## src/verilog/chf_pkg.sv

```systemverilog
package chf_pkg;

  ////////////////////////////////////////////////////////////////////////////
  // host command codes, bit 0 selects read
  localparam logic [7:0] CMD_CONTACT_WR = 8'hE8;
  localparam logic [7:0] CMD_CONTACT_RD = 8'hE9;
  localparam logic [7:0] CMD_TX_READ    = 8'hCD;
  localparam int         CMD_RW_BIT     = 0;

  // contact-input filter setting byte
  localparam logic [7:0] CONTACT_RESET  = 8'h00;
  localparam int         PERIOD_LSB     = 0;
  localparam int         PERIOD_W       = 4;
  localparam logic [7:0] TX_BYTE2_VALUE = 8'h00;

  ////////////////////////////////////////////////////////////////////////////
  // clock and filter time base
  localparam int CLK_HZ         = 40_000_000;
  localparam int FILTER_UNIT_MS = 1;
  localparam int MS_CYCLES      = CLK_HZ / 1000 * FILTER_UNIT_MS;
  localparam int MS_CNT_W       = 16;

  ////////////////////////////////////////////////////////////////////////////
  // datapath widths and signed-digit layout
  localparam int SAMPLE_W    = 16;
  localparam int ACC_W       = 20;
  localparam int NIBBLE_W    = 4;
  localparam int SHIFT_W     = 3;
  localparam int SIGN_POS    = 3;
  localparam int TERMS_FULL  = 4;
  localparam int TERMS_BFIR  = 3;
  localparam int TERMS_POST  = 2;
  localparam int RX_TAPS     = 4;

  // fixed shifts in the datapath
  localparam int RX_REDUCE_SHIFT = 1;
  localparam int HP_LEAK_SHIFT   = 4;

  // loopback code of the impedance-scaling register
  localparam logic [4:0] AIS_LOOPBACK_CODE = 5'h10;

  // 1 kHz tone at an 8 kHz sample tick, eight steps per cycle
  localparam logic signed [15:0] TONE_PEAK = 16'h2000;
  localparam logic signed [15:0] TONE_MID  = 16'h16A1;

  ////////////////////////////////////////////////////////////////////////////
  // test-state controls
  typedef struct packed {
    logic transmit_cutoff;
    logic receive_cutoff;
    logic transmit_highpass_disable;
    logic receive_gain_reduce;
    logic transmit_data_irq_arm;
    logic slot_loopback;
    logic full_digital_loopback;
    logic receive_tone_inject;
  } chf_test_t;

  // filter coefficients, term x in nibble x-1
  typedef struct packed {
    logic [15:0] tx_gain;
    logic [15:0] rx_gain;
    logic [15:0] eq_pole;
    logic [15:0] z_pole;
    logic [7:0]  z_post;
    logic [11:0] b_fir;
    logic [15:0] b_pole;
  } chf_coef_t;

endpackage
```

## src/verilog/chf_buf2.sv

```systemverilog
`timescale 1ns/1ps
module chf_buf2 #(
  parameter int W = 8
) (
  // clock and reset
  input  wire logic         clk,
  input  wire logic         rst,
  // fill side
  input  wire logic         in_valid,
  input  wire logic [W-1:0] in_data,
  output logic              in_ready,
  // drain side
  output logic              out_valid,
  output logic [W-1:0]      out_data,
  input  wire logic         out_ready
);

  typedef struct packed {
    logic [W-1:0] d0;
    logic [W-1:0] d1;
    logic [1:0]   cnt;
    logic         vld;
    logic         rdy;
  } chf_buf_state_t;

  chf_buf_state_t s_reg;
  chf_buf_state_t s_next;
  logic           push;
  logic           pop;
  logic [1:0]     pos;

  ////////////////////////////////////////////////////////////////////////////
  // head shifts out on pop, new word lands behind the survivors
  always_comb begin
    s_next = s_reg;
    push   = in_valid & s_reg.rdy;
    pop    = s_reg.vld & out_ready;
    pos    = s_reg.cnt - {1'b0, pop};
    if (pop) begin
      s_next.d0 = s_reg.d1;
    end
    if (push) begin
      if (pos == 2'h0) begin
        s_next.d0 = in_data;
      end else begin
        s_next.d1 = in_data;
      end
    end
    s_next.cnt = pos + {1'b0, push};
    s_next.vld = s_next.cnt != 2'h0;
    s_next.rdy = s_next.cnt != 2'h2;
  end

  // state register
  always_ff @(posedge clk) begin
    if (rst) begin
      s_reg <= '{d0: '0, d1: '0, cnt: 2'h0, vld: 1'b0, rdy: 1'b1};
    end else begin
      s_reg <= s_next;
    end
  end

  assign in_ready  = s_reg.rdy;
  assign out_valid = s_reg.vld;
  assign out_data  = s_reg.d0;

endmodule

```

## src/verilog/chf_channel.sv

```systemverilog
`timescale 1ns/1ps
// How it works
// - command E8h writes, E9h reads contact filter byte; bit 0 selects read
// - low four data bits give filter sampling period in 1 ms steps
// - period zero bypasses this channel's contact filter only
// - host writes zero to reserved bits; reads need not return zero
// - receive fir sums current and delayed samples via shift-and-add; balance fir takes one sample
// - impedance and balance recursive parts: output = input + coeff * last
// - equalizer recursive part: first difference plus scaled feedback
// - coefficients are nested signed shifts, each relative to the previous
// - each term is a nibble: sign bit on top, 3-bit shift below
// - shift code is plain binary, 0 to 7 right shifts
// - term one is most significant; coefficient index picks the tap
// - datapath holds coefficients of magnitude up to term count
// - four terms mostly, three in balance fir, two in post-gain
// - transmit gain applies one plus the decoded coefficient
// - transmit cutoff floats pcm output and strobe, beats loopbacks
// - receive cutoff zeroes receive signal, blocking full loopback, tone, balance; slot loopback still passes
// - highpass disable bypasses transmit highpass stage
// - receive gain reduce halves the receive signal
// - armed interrupt sets on new transmit sample, clears when read
// - command CDh returns transmit upper byte then a reserved byte
// - slot loopback puts receive slot data onto the transmit slot
// - full loopback: analog off, output into transmit input, no impedance
// - tone bit replaces receive slot data with a 1 kHz tone
module chf_channel #(
  parameter int TAPS      = chf_pkg::RX_TAPS,
  parameter int MS_CYCLES = chf_pkg::MS_CYCLES
) (
  // clock and reset
  input  wire logic                      clk,
  input  wire logic                      rst,
  // host command bytes in
  input  wire logic                      cmd_valid,
  input  wire logic [7:0]                cmd_data,
  output logic                           cmd_ready,
  // host answer bytes out
  output logic                           rsp_valid,
  output logic [7:0]                     rsp_data,
  input  wire logic                      rsp_ready,
  // test states and coefficients
  input  wire chf_pkg::chf_test_t        test,
  input  wire logic [4:0]                analog_impedance_scaling,
  input  wire chf_pkg::chf_coef_t        coef,
  input  wire logic [TAPS-1:0][15:0]     rx_fir_coef,
  // sample stream
  input  wire logic                      sample_tick,
  input  wire logic signed [15:0]        rx_slot_sample,
  input  wire logic signed [15:0]        analog_in,
  output logic signed [15:0]             analog_out,
  output logic                           analog_out_en,
  // transmit slot pins
  input  wire logic                      slot_tick,
  output logic [7:0]                     pcm_transmit_out,
  output logic                           pcm_transmit_out_oe,
  output logic                           transmit_slot_strobe,
  output logic                           transmit_slot_strobe_oe,
  output logic                           transmit_irq,
  // contact detector
  input  wire logic                      line_detect_second_input,
  output logic                           contact_state
);

  localparam int AW = chf_pkg::ACC_W;
  localparam int SW = chf_pkg::SAMPLE_W;
  localparam logic [15:0] MS_LAST = 16'(MS_CYCLES - 1);

  typedef enum {ST_CMD, ST_WDATA, ST_RD_CONTACT, ST_RD_TX1, ST_RD_TX2}
    chf_cmd_state_t;

  typedef struct packed {
    chf_cmd_state_t          st;
    logic                    cmd_rdy;
    logic [3:0]              period;
    logic                    sync1;
    logic                    sync2;
    logic [15:0]             ms_cnt;
    logic [3:0]              per_cnt;
    logic                    contact;
    logic [2:0]              tone_idx;
    logic signed [SW-1:0]    eq_x;
    logic signed [SW-1:0]    eq_y;
    logic [TAPS-1:0][SW-1:0] fir_d;
    logic signed [SW-1:0]    ana;
    logic                    ana_en;
    logic signed [SW-1:0]    z_w;
    logic signed [SW-1:0]    b_w;
    logic signed [SW-1:0]    hp_x;
    logic signed [SW-1:0]    hp_y;
    logic signed [SW-1:0]    tx_sample;
    logic                    irq;
    logic [7:0]              pcm;
    logic                    pcm_oe;
    logic                    strobe;
  } chf_state_t;

  chf_state_t s_reg;
  chf_state_t s_next;
  logic       bin_valid;
  logic [7:0] bin_data;
  logic       bin_ready;

  ////////////////////////////////////////////////////////////////////////////
  // arithmetic helpers

  // sign extend a sample into the accumulator width
  function automatic logic signed [AW-1:0] ext(input logic signed [SW-1:0] x);
    return {{(AW - SW){x[SW-1]}}, x};
  endfunction

  // clamp an accumulator back to a sample
  function automatic logic signed [SW-1:0] sat(input logic signed [AW-1:0] v);
    logic signed [AW-1:0] hi;
    logic signed [AW-1:0] lo;
    hi = {{(AW - SW + 1){1'b0}}, {(SW - 1){1'b1}}};
    lo = ~hi;
    if (v > hi) begin
      return hi[SW-1:0];
    end else if (v < lo) begin
      return lo[SW-1:0];
    end
    return v[SW-1:0];
  endfunction

  // multiply by a nested signed-digit coefficient, innermost term first
  function automatic logic signed [AW-1:0] sdmul(
    input logic signed [AW-1:0] x,
    input logic [15:0]          c,
    input int                   n
  );
    logic signed [AW-1:0] t;
    logic signed [AW-1:0] s;
    t = x;
    for (int k = 3; k >= 1; k--) begin
      if (k < n) begin
        s = t >>> c[chf_pkg::NIBBLE_W*k +: chf_pkg::SHIFT_W];
        t = c[chf_pkg::NIBBLE_W*k + chf_pkg::SIGN_POS] ? x - s : x + s;
      end
    end
    s = t >>> c[chf_pkg::SHIFT_W-1:0];
    return c[chf_pkg::SIGN_POS] ? -s : s;
  endfunction

  // eight-step 1 kHz tone
  function automatic logic signed [SW-1:0] tone(input logic [2:0] i);
    unique case (i)
      3'h0, 3'h4: return 16'h0000;
      3'h1, 3'h3: return chf_pkg::TONE_MID;
      3'h2:       return chf_pkg::TONE_PEAK;
      3'h5, 3'h7: return -chf_pkg::TONE_MID;
      3'h6:       return -chf_pkg::TONE_PEAK;
    endcase
  endfunction

  ////////////////////////////////////////////////////////////////////////////
  // next state of the whole channel
  always_comb begin
    logic                 full_lb;
    logic signed [SW-1:0] rx_src;
    logic signed [SW-1:0] rx_cut;
    logic signed [AW-1:0] acc;
    logic signed [SW-1:0] gs;
    logic signed [SW-1:0] bal_in;
    logic signed [AW-1:0] zfb;
    logic signed [SW-1:0] tx_src;
    logic signed [SW-1:0] tx_a;
    logic signed [SW-1:0] tx_h;
    logic                 irq_set;
    logic                 irq_clr;
    logic                 take;
    full_lb = 1'b0;
    rx_src  = '0;
    rx_cut  = '0;
    acc     = '0;
    gs      = '0;
    bal_in  = '0;
    zfb     = '0;
    tx_src  = '0;
    tx_a    = '0;
    tx_h    = '0;
    irq_set = 1'b0;
    irq_clr = 1'b0;
    take    = cmd_valid & s_reg.cmd_rdy;
    s_next  = s_reg;
    bin_valid = 1'b0;
    bin_data  = 8'h00;

    // command byte sequencing
    unique case (s_reg.st)
      ST_CMD: begin
        if (take) begin
          if (cmd_data == chf_pkg::CMD_CONTACT_WR) begin
            s_next.st = ST_WDATA;
          end else if (cmd_data == chf_pkg::CMD_CONTACT_RD) begin
            s_next.st = ST_RD_CONTACT;
          end else if (cmd_data == chf_pkg::CMD_TX_READ) begin
            s_next.st = ST_RD_TX1;
          end
        end
      end
      ST_WDATA: begin
        if (take) begin
          // reserved upper bits are dropped
          s_next.period = cmd_data[chf_pkg::PERIOD_LSB +: chf_pkg::PERIOD_W];
          s_next.per_cnt = '0;
          s_next.st = ST_CMD;
        end
      end
      ST_RD_CONTACT: begin
        bin_valid = 1'b1;
        bin_data  = {4'h0, s_reg.period};
        if (bin_ready) begin
          s_next.st = ST_CMD;
        end
      end
      ST_RD_TX1: begin
        bin_valid = 1'b1;
        bin_data  = s_reg.tx_sample[SW-1 -: 8];
        if (bin_ready) begin
          irq_clr   = 1'b1;
          s_next.st = ST_RD_TX2;
        end
      end
      ST_RD_TX2: begin
        bin_valid = 1'b1;
        bin_data  = chf_pkg::TX_BYTE2_VALUE;
        if (bin_ready) begin
          s_next.st = ST_CMD;
        end
      end
    endcase
    s_next.cmd_rdy = (s_next.st == ST_CMD) || (s_next.st == ST_WDATA);

    // contact input: synchronise, then sample once per period
    s_next.sync1 = line_detect_second_input;
    s_next.sync2 = s_reg.sync1;
    s_next.ms_cnt = (s_reg.ms_cnt == MS_LAST) ? '0 : s_reg.ms_cnt + 16'h0001;
    if (s_reg.period == 4'h0) begin
      s_next.contact = s_reg.sync2;
    end else if (s_reg.ms_cnt == MS_LAST) begin
      if (s_reg.per_cnt + 4'h1 >= s_reg.period) begin
        s_next.per_cnt = '0;
        s_next.contact = s_reg.sync2;
      end else begin
        s_next.per_cnt = s_reg.per_cnt + 4'h1;
      end
    end

    // loopback from either the control bit or the scaling code
    full_lb = test.full_digital_loopback |
          (analog_impedance_scaling == chf_pkg::AIS_LOOPBACK_CODE);
    s_next.ana_en = ~full_lb;

    // per-sample filter pipeline
    if (sample_tick) begin
      s_next.tone_idx = s_reg.tone_idx + 3'h1;
      rx_src = test.receive_tone_inject ? tone(s_reg.tone_idx)
                                        : rx_slot_sample;
      rx_cut = test.receive_cutoff ? '0 : rx_src;
      acc = sdmul(ext(rx_cut), coef.rx_gain, chf_pkg::TERMS_FULL);
      if (test.receive_gain_reduce) begin
        acc = acc >>> chf_pkg::RX_REDUCE_SHIFT;
      end
      gs = sat(acc);
      // equalizer recursive part
      acc = ext(gs) - ext(s_reg.eq_x) +
            sdmul(ext(s_reg.eq_y), coef.eq_pole, chf_pkg::TERMS_FULL);
      s_next.eq_x = gs;
      s_next.eq_y = sat(acc);
      // receive fir over current and delayed samples
      s_next.fir_d[0] = s_next.eq_y;
      for (int k = 1; k < TAPS; k++) begin
        s_next.fir_d[k] = s_reg.fir_d[k-1];
      end
      acc = '0;
      for (int k = 0; k < TAPS; k++) begin
        acc = acc + sdmul(ext(s_next.fir_d[k]), rx_fir_coef[k],
                          chf_pkg::TERMS_FULL);
      end
      s_next.ana = sat(acc);

      // balance path, blocked by receive cutoff
      bal_in = test.receive_cutoff ? '0 : s_reg.ana;
      acc = sdmul(ext(bal_in), {4'h0, coef.b_fir}, chf_pkg::TERMS_BFIR) +
            sdmul(ext(s_reg.b_w), coef.b_pole, chf_pkg::TERMS_FULL);
      s_next.b_w = sat(acc);
      // impedance path, zeroed in full loopback
      if (full_lb) begin
        s_next.z_w = '0;
      end else begin
        acc = ext(s_reg.ana) +
              sdmul(ext(s_reg.z_w), coef.z_pole, chf_pkg::TERMS_FULL);
        s_next.z_w = sat(acc);
        zfb = sdmul(ext(s_next.z_w), {8'h00, coef.z_post},
                  chf_pkg::TERMS_POST);
      end

      // transmit path
      tx_src = full_lb ? s_reg.ana : analog_in;
      tx_a = sat(ext(tx_src) - ext(s_next.b_w) - zfb);
      acc = ext(tx_a) - ext(s_reg.hp_x) +
            (ext(s_reg.hp_y) - (ext(s_reg.hp_y) >>> chf_pkg::HP_LEAK_SHIFT));
      s_next.hp_x = tx_a;
      s_next.hp_y = sat(acc);
      tx_h = test.transmit_highpass_disable ? tx_a : s_next.hp_y;
      s_next.tx_sample = sat(ext(tx_h) +
                             sdmul(ext(tx_h), coef.tx_gain,
                                 chf_pkg::TERMS_FULL));
      irq_set = test.transmit_data_irq_arm;
    end

    // new sample wins over a read in the same cycle
    s_next.irq = (s_reg.irq & ~irq_clr) | irq_set;

    // transmit slot drive
    s_next.pcm_oe = 1'b0;
    s_next.strobe = 1'b0;
    if (slot_tick && !test.transmit_cutoff) begin
      s_next.pcm_oe = 1'b1;
      s_next.strobe = 1'b1;
      s_next.pcm    = test.slot_loopback ? rx_slot_sample[SW-1 -: 8]
                                         : s_reg.tx_sample[SW-1 -: 8];
    end
  end

  ////////////////////////////////////////////////////////////////////////////
  // state register, all controls idle after reset
  always_ff @(posedge clk) begin
    if (rst) begin
      s_reg         <= '0;
      s_reg.st      <= ST_CMD;
      s_reg.cmd_rdy <= 1'b1;
      s_reg.period  <= chf_pkg::CONTACT_RESET[3:0];
      s_reg.ana_en  <= 1'b1;
    end else begin
      s_reg <= s_next;
    end
  end

  ////////////////////////////////////////////////////////////////////////////
  // answer buffer toward the host
  chf_buf2 #(
    .W (8)
  ) u_rsp_buf (
    .clk       (clk),
    .rst       (rst),
    .in_valid  (bin_valid),
    .in_data   (bin_data),
    .in_ready  (bin_ready),
    .out_valid (rsp_valid),
    .out_data  (rsp_data),
    .out_ready (rsp_ready)
  );

  // outputs straight from state
  assign cmd_ready               = s_reg.cmd_rdy;
  assign analog_out              = s_reg.ana;
  assign analog_out_en           = s_reg.ana_en;
  assign pcm_transmit_out        = s_reg.pcm;
  assign pcm_transmit_out_oe     = s_reg.pcm_oe;
  assign transmit_slot_strobe    = s_reg.strobe;
  assign transmit_slot_strobe_oe = s_reg.pcm_oe;
  assign transmit_irq            = s_reg.irq;
  assign contact_state           = s_reg.contact;

endmodule

```

## config.mk

```make
export PLATFORM = sky130hd
export DESIGN_NAME = chf_channel
export DESIGN_NICKNAME = d
export VERILOG_FILES = /design/src/verilog/chf_pkg.sv /design/src/verilog/chf_buf2.sv /design/src/verilog/chf_channel.sv
export SDC_FILE = /design/constraint.sdc
export NUM_CORES = 2
export LEC_CHECK = 0
export BUFFER_PORTS_ARGS = -buffer_cell sky130_fd_sc_hd__buf_2
export CAP_MARGIN = 20
export CORE_ASPECT_RATIO = 1.2
export CORE_MARGIN = 4
export CORE_UTILIZATION = 50
export CTS_CLUSTER_DIAMETER = 80
export DETAILED_ROUTE_END_ITERATION = 16
export GPL_ROUTABILITY_DRIVEN = 0
export HOLD_SLACK_MARGIN = 0.06
export PLACE_DENSITY = 0.66
export SLEW_MARGIN = 20
export SYNTH_ARGS = -nofsm -noshare
export SYNTH_HDL_FRONTEND = slang
export SYNTH_SLANG_ARGS = --single-unit
```

## constraint.sdc

```tcl
create_clock -name clk -period 50.1 [get_ports clk]
set_clock_uncertainty 0.15 [all_clocks]
set_input_delay 2.505 -clock clk [delete_from_list [all_inputs] [get_ports clk]]
set_output_delay 2.505 -clock clk [all_outputs]
set_load 0.005 [all_outputs]
```

# Word level (Yosys, flattened, before mapping)
# Memory sizes are Yosys's and may differ from the RTL's. A register that Yosys moved wholly into a read port is not among the register bits.
# Cells that the tools add are included.
[totals] ff_bits=255 mem_bits_ro=128 input_bits=224 output_inout_bits=40 memories=1
[mem_list] name="(no name shown)" depth=8 width=16 rd=1 rd_clocked_by_memory_dff=1 write_ports=0 line="chf_channel.sv:146" source="unique case (i)"
[classes] addsub=89 n_lt_le_gt_ge=17 n_eq_ne=11 n_shift=41 muxes=170 bitwise=9 reduce_logical=16
[ops] op="20-bit two-way mux" count=78
[ops] op="16-bit by 20-bit adder with 20-bit output" count=32
[ops] op="16-bit two-way mux" count=39
[ops] op="20-bit by 3-bit >>> shifter with 20-bit output" count=30
[ops] op="16-bit by 20-bit subtractor with 20-bit output" count=30
[ops] op="32-bit two-way mux" count=7
[ops] op="20-bit negation" count=11
[ops] op="16-bit by 3-bit >>> shifter with 20-bit output" count=11
[ops] op="20-bit by 16-bit greater-than comparator with 1-bit output, second input constant" count=7
[ops] op="20-bit by 16-bit less-than comparator with 1-bit output, second input constant" count=7
[ops] op="32-bit one-hot mux with 4 select lines" count=1
[ops] op="32-bit by 2-bit == test with 1-bit output, second input constant" count=3
[ops] op="20-bit adder" count=4
[ops] op="32-bit zero test" count=2
[ops] op="16-bit by 16-bit subtractor with 17-bit output" count=3
[ops] op="32-bit by 1-bit == test with 1-bit output, second input constant" count=1
[ops] op="32-bit by 3-bit == test with 1-bit output, second input constant" count=1
[ops] op="8-bit two-way mux" count=4
[ops] op="1-bit two-way mux" count=31
[ops] op="8-bit == test, second input constant" count=3
[ops] op="17-bit by 20-bit adder with 20-bit output" count=1
[ops] op="17-bit by 20-bit subtractor with 20-bit output" count=1
[ops] op="19-bit two-way mux" count=1
[ops] op="17-bit by 17-bit adder with 18-bit output" count=1
[ops] op="other kinds (29)" count=44

# Logic depth before layout (Yosys ltp)
[logic_depth] word_depth=74 depth_mapped=248 depth_no_buf=239

# Cells and area by module
# A second synthesis with hierarchy kept.
[hier_totals] hier_cells=12901 area_unflattened_um2=91880.6
[by_module_without_submodules] module="chf_channel" instances=1 cells_each=12790 area_per_inst_um2=90760.8 seq_area_each_um2=4624.4
[by_module_without_submodules] module="chf_buf2" instances=1 cells_each=111 area_per_inst_um2=1119.8 seq_area_each_um2=400.4

# Worst setup path after synthesis
# OpenSTA, ideal clock, no wires.
[synth_timing] path_type="input -> register" startpoint="in coef[49] (netlist name)" endpoint="reg s_reg[25] (netlist name)" arrival_time_ns=43.692 t_required_ns=49.829 slack_ns=6.137 path_stages=210 cell_sequence="clkbuf_1 > buf_2 > buf_1 > mux4_2 > mux2i_1 > ha_1 > and3_1 > nand3b_1 > inv_1 > a21oi_1 > xor2_1 > o21ai_0 > ha_1 > clkbuf_1 > nor4b_1 > a2111oi_2 > o311ai_2 > and2_1 > [... 174 more ...] > nand3_1 > nand2_1 > or2_2 > o21ai_0 > xnor2_1 > ha_1 > nor2b_1 > o21a_1 > o21ai_0 > nand2b_1 > a21oi_1 > xnor2_1 > o41ai_1 > inv_1 > and3_1 > mux2i_4 > a41o_1 > o21ai_1"
[synth_between] elab_chain_cells=74 elab_cells_between_ends=89 cone_classes="add/sub: 22; order compare: 8; shift: 10; mux: 49"
[synth_rtl] element="from (decl)" line="chf_channel.sv:44" source="input wire chf_pkg::chf_coef_t coef,"
[synth_rtl] element="16-bit by 3-bit >>> shifter with 20-bit output *" line="chf_channel.sv:136" source="s = t >>> c[chf_pkg::NIBBLE_W*k +: chf_pkg::SHIFT_W];"
[synth_rtl] element="16-bit by 20-bit adder with 20-bit output / 16-bit by 20-bit subtractor with 20-bit output (equally long branches)" line="chf_channel.sv:137" source="t = c[chf_pkg::NIBBLE_W*k + chf_pkg::SIGN_POS] ? x - s : x + s;"
[synth_rtl] element="20-bit two-way mux *" line="chf_channel.sv:137"
[synth_rtl] element="20-bit two-way mux *" line="chf_channel.sv:288" source="if (full_lb) begin"
[synth_rtl] element="20-bit two-way mux *" line="chf_channel.sv:255" source="if (sample_tick) begin"
[synth_rtl] element="20-bit by 3-bit >>> shifter with 20-bit output *" line="chf_channel.sv:136"
[synth_rtl] element="16-bit by 20-bit adder with 20-bit output / 16-bit by 20-bit subtractor with 20-bit output (equally long branches)" line="chf_channel.sv:137"
[synth_rtl] element="20-bit two-way mux *" line="chf_channel.sv:137"
[synth_rtl] element="[... 58 more ...]"
[synth_rtl] element="20-bit negation" line="chf_channel.sv:141" source="return c[chf_pkg::SIGN_POS] ? -s : s;"
[synth_rtl] element="20-bit two-way mux" line="chf_channel.sv:141"
[synth_rtl] element="16-bit by 20-bit adder with 20-bit output *" line="chf_channel.sv:306" source="s_next.tx_sample = sat(ext(tx_h) +"
[synth_rtl] element="20-bit by 16-bit less-than comparator with 1-bit output" line="chf_channel.sv:119" source="end else if (v < lo) begin"
[synth_rtl] element="1-bit two-way mux" line="chf_channel.sv:119"
[synth_rtl] element="1-bit two-way mux" line="chf_channel.sv:117" source="if (v > hi) begin"
[synth_rtl] element="1-bit two-way mux" line="chf_channel.sv:255"
[synth_rtl] element="16-bit two-way mux *" line="chf_channel.sv:122" source="return v[SW-1:0];"
[synth_rtl] element="to (signal assigned)" line="chf_channel.sv:336" source="s_reg <= s_next;"
[synth_rtl] element="to (decl)" line="chf_channel.sv:97" source="chf_state_t s_reg;"
# Mark *: on every way between the ends. The rest lies on a longest branch, timed or not. The select of a mux whose other input is x is not followed.
# A chain may end at the register's enable or synchronous reset.

# Final worst setup path
[layout_timing] startpoint="in coef[48] (netlist name)" endpoint="reg s_reg[25] (netlist name)"
# Same word-level chain as after synthesis.

==> out/summary.txt <==
Starting Density: 50.5%
Met2 wire len: 134 mm
Fin. max-slew vios: 0
Syn_nets: 14187
Clk pin slew, worst setup/hold paths: 0.06 ns
Total GRT Usage: 28.1%
Run status: finished clean
# rows: 172
First-pass GRT wire length: 460 mm
Crit path required time: 50.47 ns
Io pins: 264
Area Growth Syn to Fin: 4.44%
DR vias: 96039
Cts-stage hold buffer count: 0
Synth unique cells: 125
Worst r2r path cells: 203
Die area: 0.193 mm^2
Worst hold-check path type: register to register
Crit. Startpoint: coef[48]
Initial antenna violation count: 80
Worst slew pin tran: 1.22 ns
WL/cell: 19.0 um
Async set or reset register ratio after synthesis: 0%
Dpl hpwl: 232 mm
Final nets: 13869
Vias per cell: 6.30
Hold path depth: 1
Worst r2r src: s_reg[80]
Metal-1 WL: 124 mm
Horiz. Die Dim: 401 um
Area of the mapped netlist: 0.0928 mm^2
Sink Count: 251
Clock Latency Late Sink: 0.60 ns
Largest net degree at the start of global routing: 93
Core ar.: 0.184 mm^2
Maximum clock frequency: 21.2 MHz
Met3 routed WL: 22.3 mm
Die height: 480 um
Pre-antenna DRT Iters: 6
Final worst path period share: 94.2%
Critical path class: input pin to register
Synth area leaders: ha_1 10%, mux2i_1 9.6%, a21oi_1 6.3%
CP peak stage delay: 0.90 ns
Clk buf depth: 3
CP endpoint kind: register
Synth warnings: 0
Layout cell share with drive strength beyond 1: 7.75%
Mapped Avg Cell Area: 7.11 um^2
Post-synth EDFFs: 0
Hold EP: s_reg[228]
Slowest cell on crit path: nor4_1
Worst slew margin: 16.9%
CTS tree: yes
Commonest non-fill, non-tap cells in the layout: 1515 x nor2_1, 1146 x a21oi_1, 967 x nand2_1
Post-Route WL: 290 mm
Fin crit period: 47.19 ns
Antenna Nets Post-Route: 0
Setup total negative slack: 0 ns
Worst R2R End: s_reg[25]
Number of max-cap violations: 0
Final hold vios: 0
Gr ovfl total: 0
Ys flop type: dfxtp_1
Commonest non-fill, non-tap cell in the layout: nor2_1
Reg2Reg Setup Slack: 4.53 ns
DRT iter0 DRCs: 7923
Root buf cell: clkbuf_16
Number of global-route vias before repair: 89448
DRC: 0
Port Buffer Count: 263
Yosys top cell by area: ha_1
CP dominant cell by count: a21oi_1
TritonCTS Buffers: 36
Cell count after synthesis: 13063
Area fraction of the dominant cell type after synthesis: 10.2%
H-tree depth: 2
Setup violators final: 0
Seq/Total Area, Yosys: 5.41%
Startpoint Class: input pin
Critical Path Fanout Max: 29
Seq cells post-synth: 251
Hold_sp: s_next[228]
Largest register FFs: 196
Max Used Layer: met5
CP Data Arrival Time: 47.57 ns
Yosys cell counts (96+ instances only):
| cell type | instances |
|---|---|
| mux4_2 | 152 |
| ha_1 | 760 |
| nor3_1 | 248 |
| and2_1 | 219 |
| xor2_1 | 599 |
| a31oi_1 | 204 |
| or3_1 | 96 |
| and3_1 | 222 |
| nand3_1 | 244 |
| o21a_1 | 115 |
| fa_1 | 140 |
| a21oi_1 | 1161 |
| clkbuf_1 | 560 |
| nor2_1 | 1522 |
| dfxtp_1 | 251 |
| xnor2_1 | 620 |
| o21bai_1 | 152 |
| nor2b_1 | 184 |
| mux2i_1 | 894 |
| inv_1 | 672 |
| a21o_1 | 278 |
| o211ai_1 | 106 |
| nand2_1 | 969 |
| nand2b_1 | 126 |
| mux2_2 | 139 |
| o21ai_0 | 697 |
| a211oi_1 | 261 |
worst max-delay path by stage:
stage	to	slack (ns)
6_report	s_reg[25]	2.91
2_1_floorplan	s_reg[25]	6.14
4_1_cts	s_reg[20]	0.19
5_1_grt	s_reg[25]	-0.19
3_3_place_gp	s_reg[25]	0.83
3_5_place_dp	s_reg[20]	-1.07
metal layers:
layer	up-vias	track usage [%]
met5	-	0
met4	66	9.34
met3	626	4.32
met2	3381	48.1
met1	45116	36.1
li1	46850	-
worst max-delay path, delay by kind of cell:
kind            cells  cell delay, ns
xor+xnor           20            4.33
simple gates       48           10.49
mux                 9            2.88
compound gates    103           21.50
buf+inv             6            0.75
fa+ha+maj          15            5.00
logic make-up (layout without fill, tap and decap cells):
| family | count (synthesis) | after routing | share of synthesized area, % |
|---|---|---|---|
| simple gates | 4225 | 4225 | 21.6 |
| compound gates | 3830 | 3831 | 26.8 |
| buf+inv | 1435 | 1144 | 6.00 |
| xor+xnor | 1234 | 1234 | 11.9 |
| mux | 1188 | 1188 | 15.1 |
| fa+ha+maj | 900 | 900 | 13.3 |
| flops | 251 | 251 | 5.41 |
| other cells | 0 | 42 | 0 |
metrics by stage:
stage               hold slack (ns)  instance area (um^2)  util (%)  instances  worst slack [ns]
CTS                           0.296                 96100      52.3      15178             0.195
floorplan                     0.264                 92800         -      13063              6.14
global placement              0.269                 94800      51.6      15112             0.833
detailed placement            0.278                 94800      51.6      15112             -1.07
finish                        0.289                 96900      52.7      15251              2.91
global route                  0.311                 96900      52.7      15217            -0.192
layout make-up:
class	instances	area (um^2)
clock inverters	26	328
diodes	42	105
flip-flops and latches	251	5030
multi-input cells	11378	82800
repair buffers	352	2000
well taps	2436	3050
clock buffers	40	946
inverters	726	2730
fillers	18123	86800
what timing repair did:
item,CTS,global route
setup endpoints to repair,7,8
setup buffers,0,30
gates cloned,0,1
endpoints found under the hold margin,0,0
pin swaps,0,19
gates resized for setup,4,118
Power is left out: the tool's default activity adds up to more than one toggle a clock period on the data nets, which glitch-free logic cannot reach.
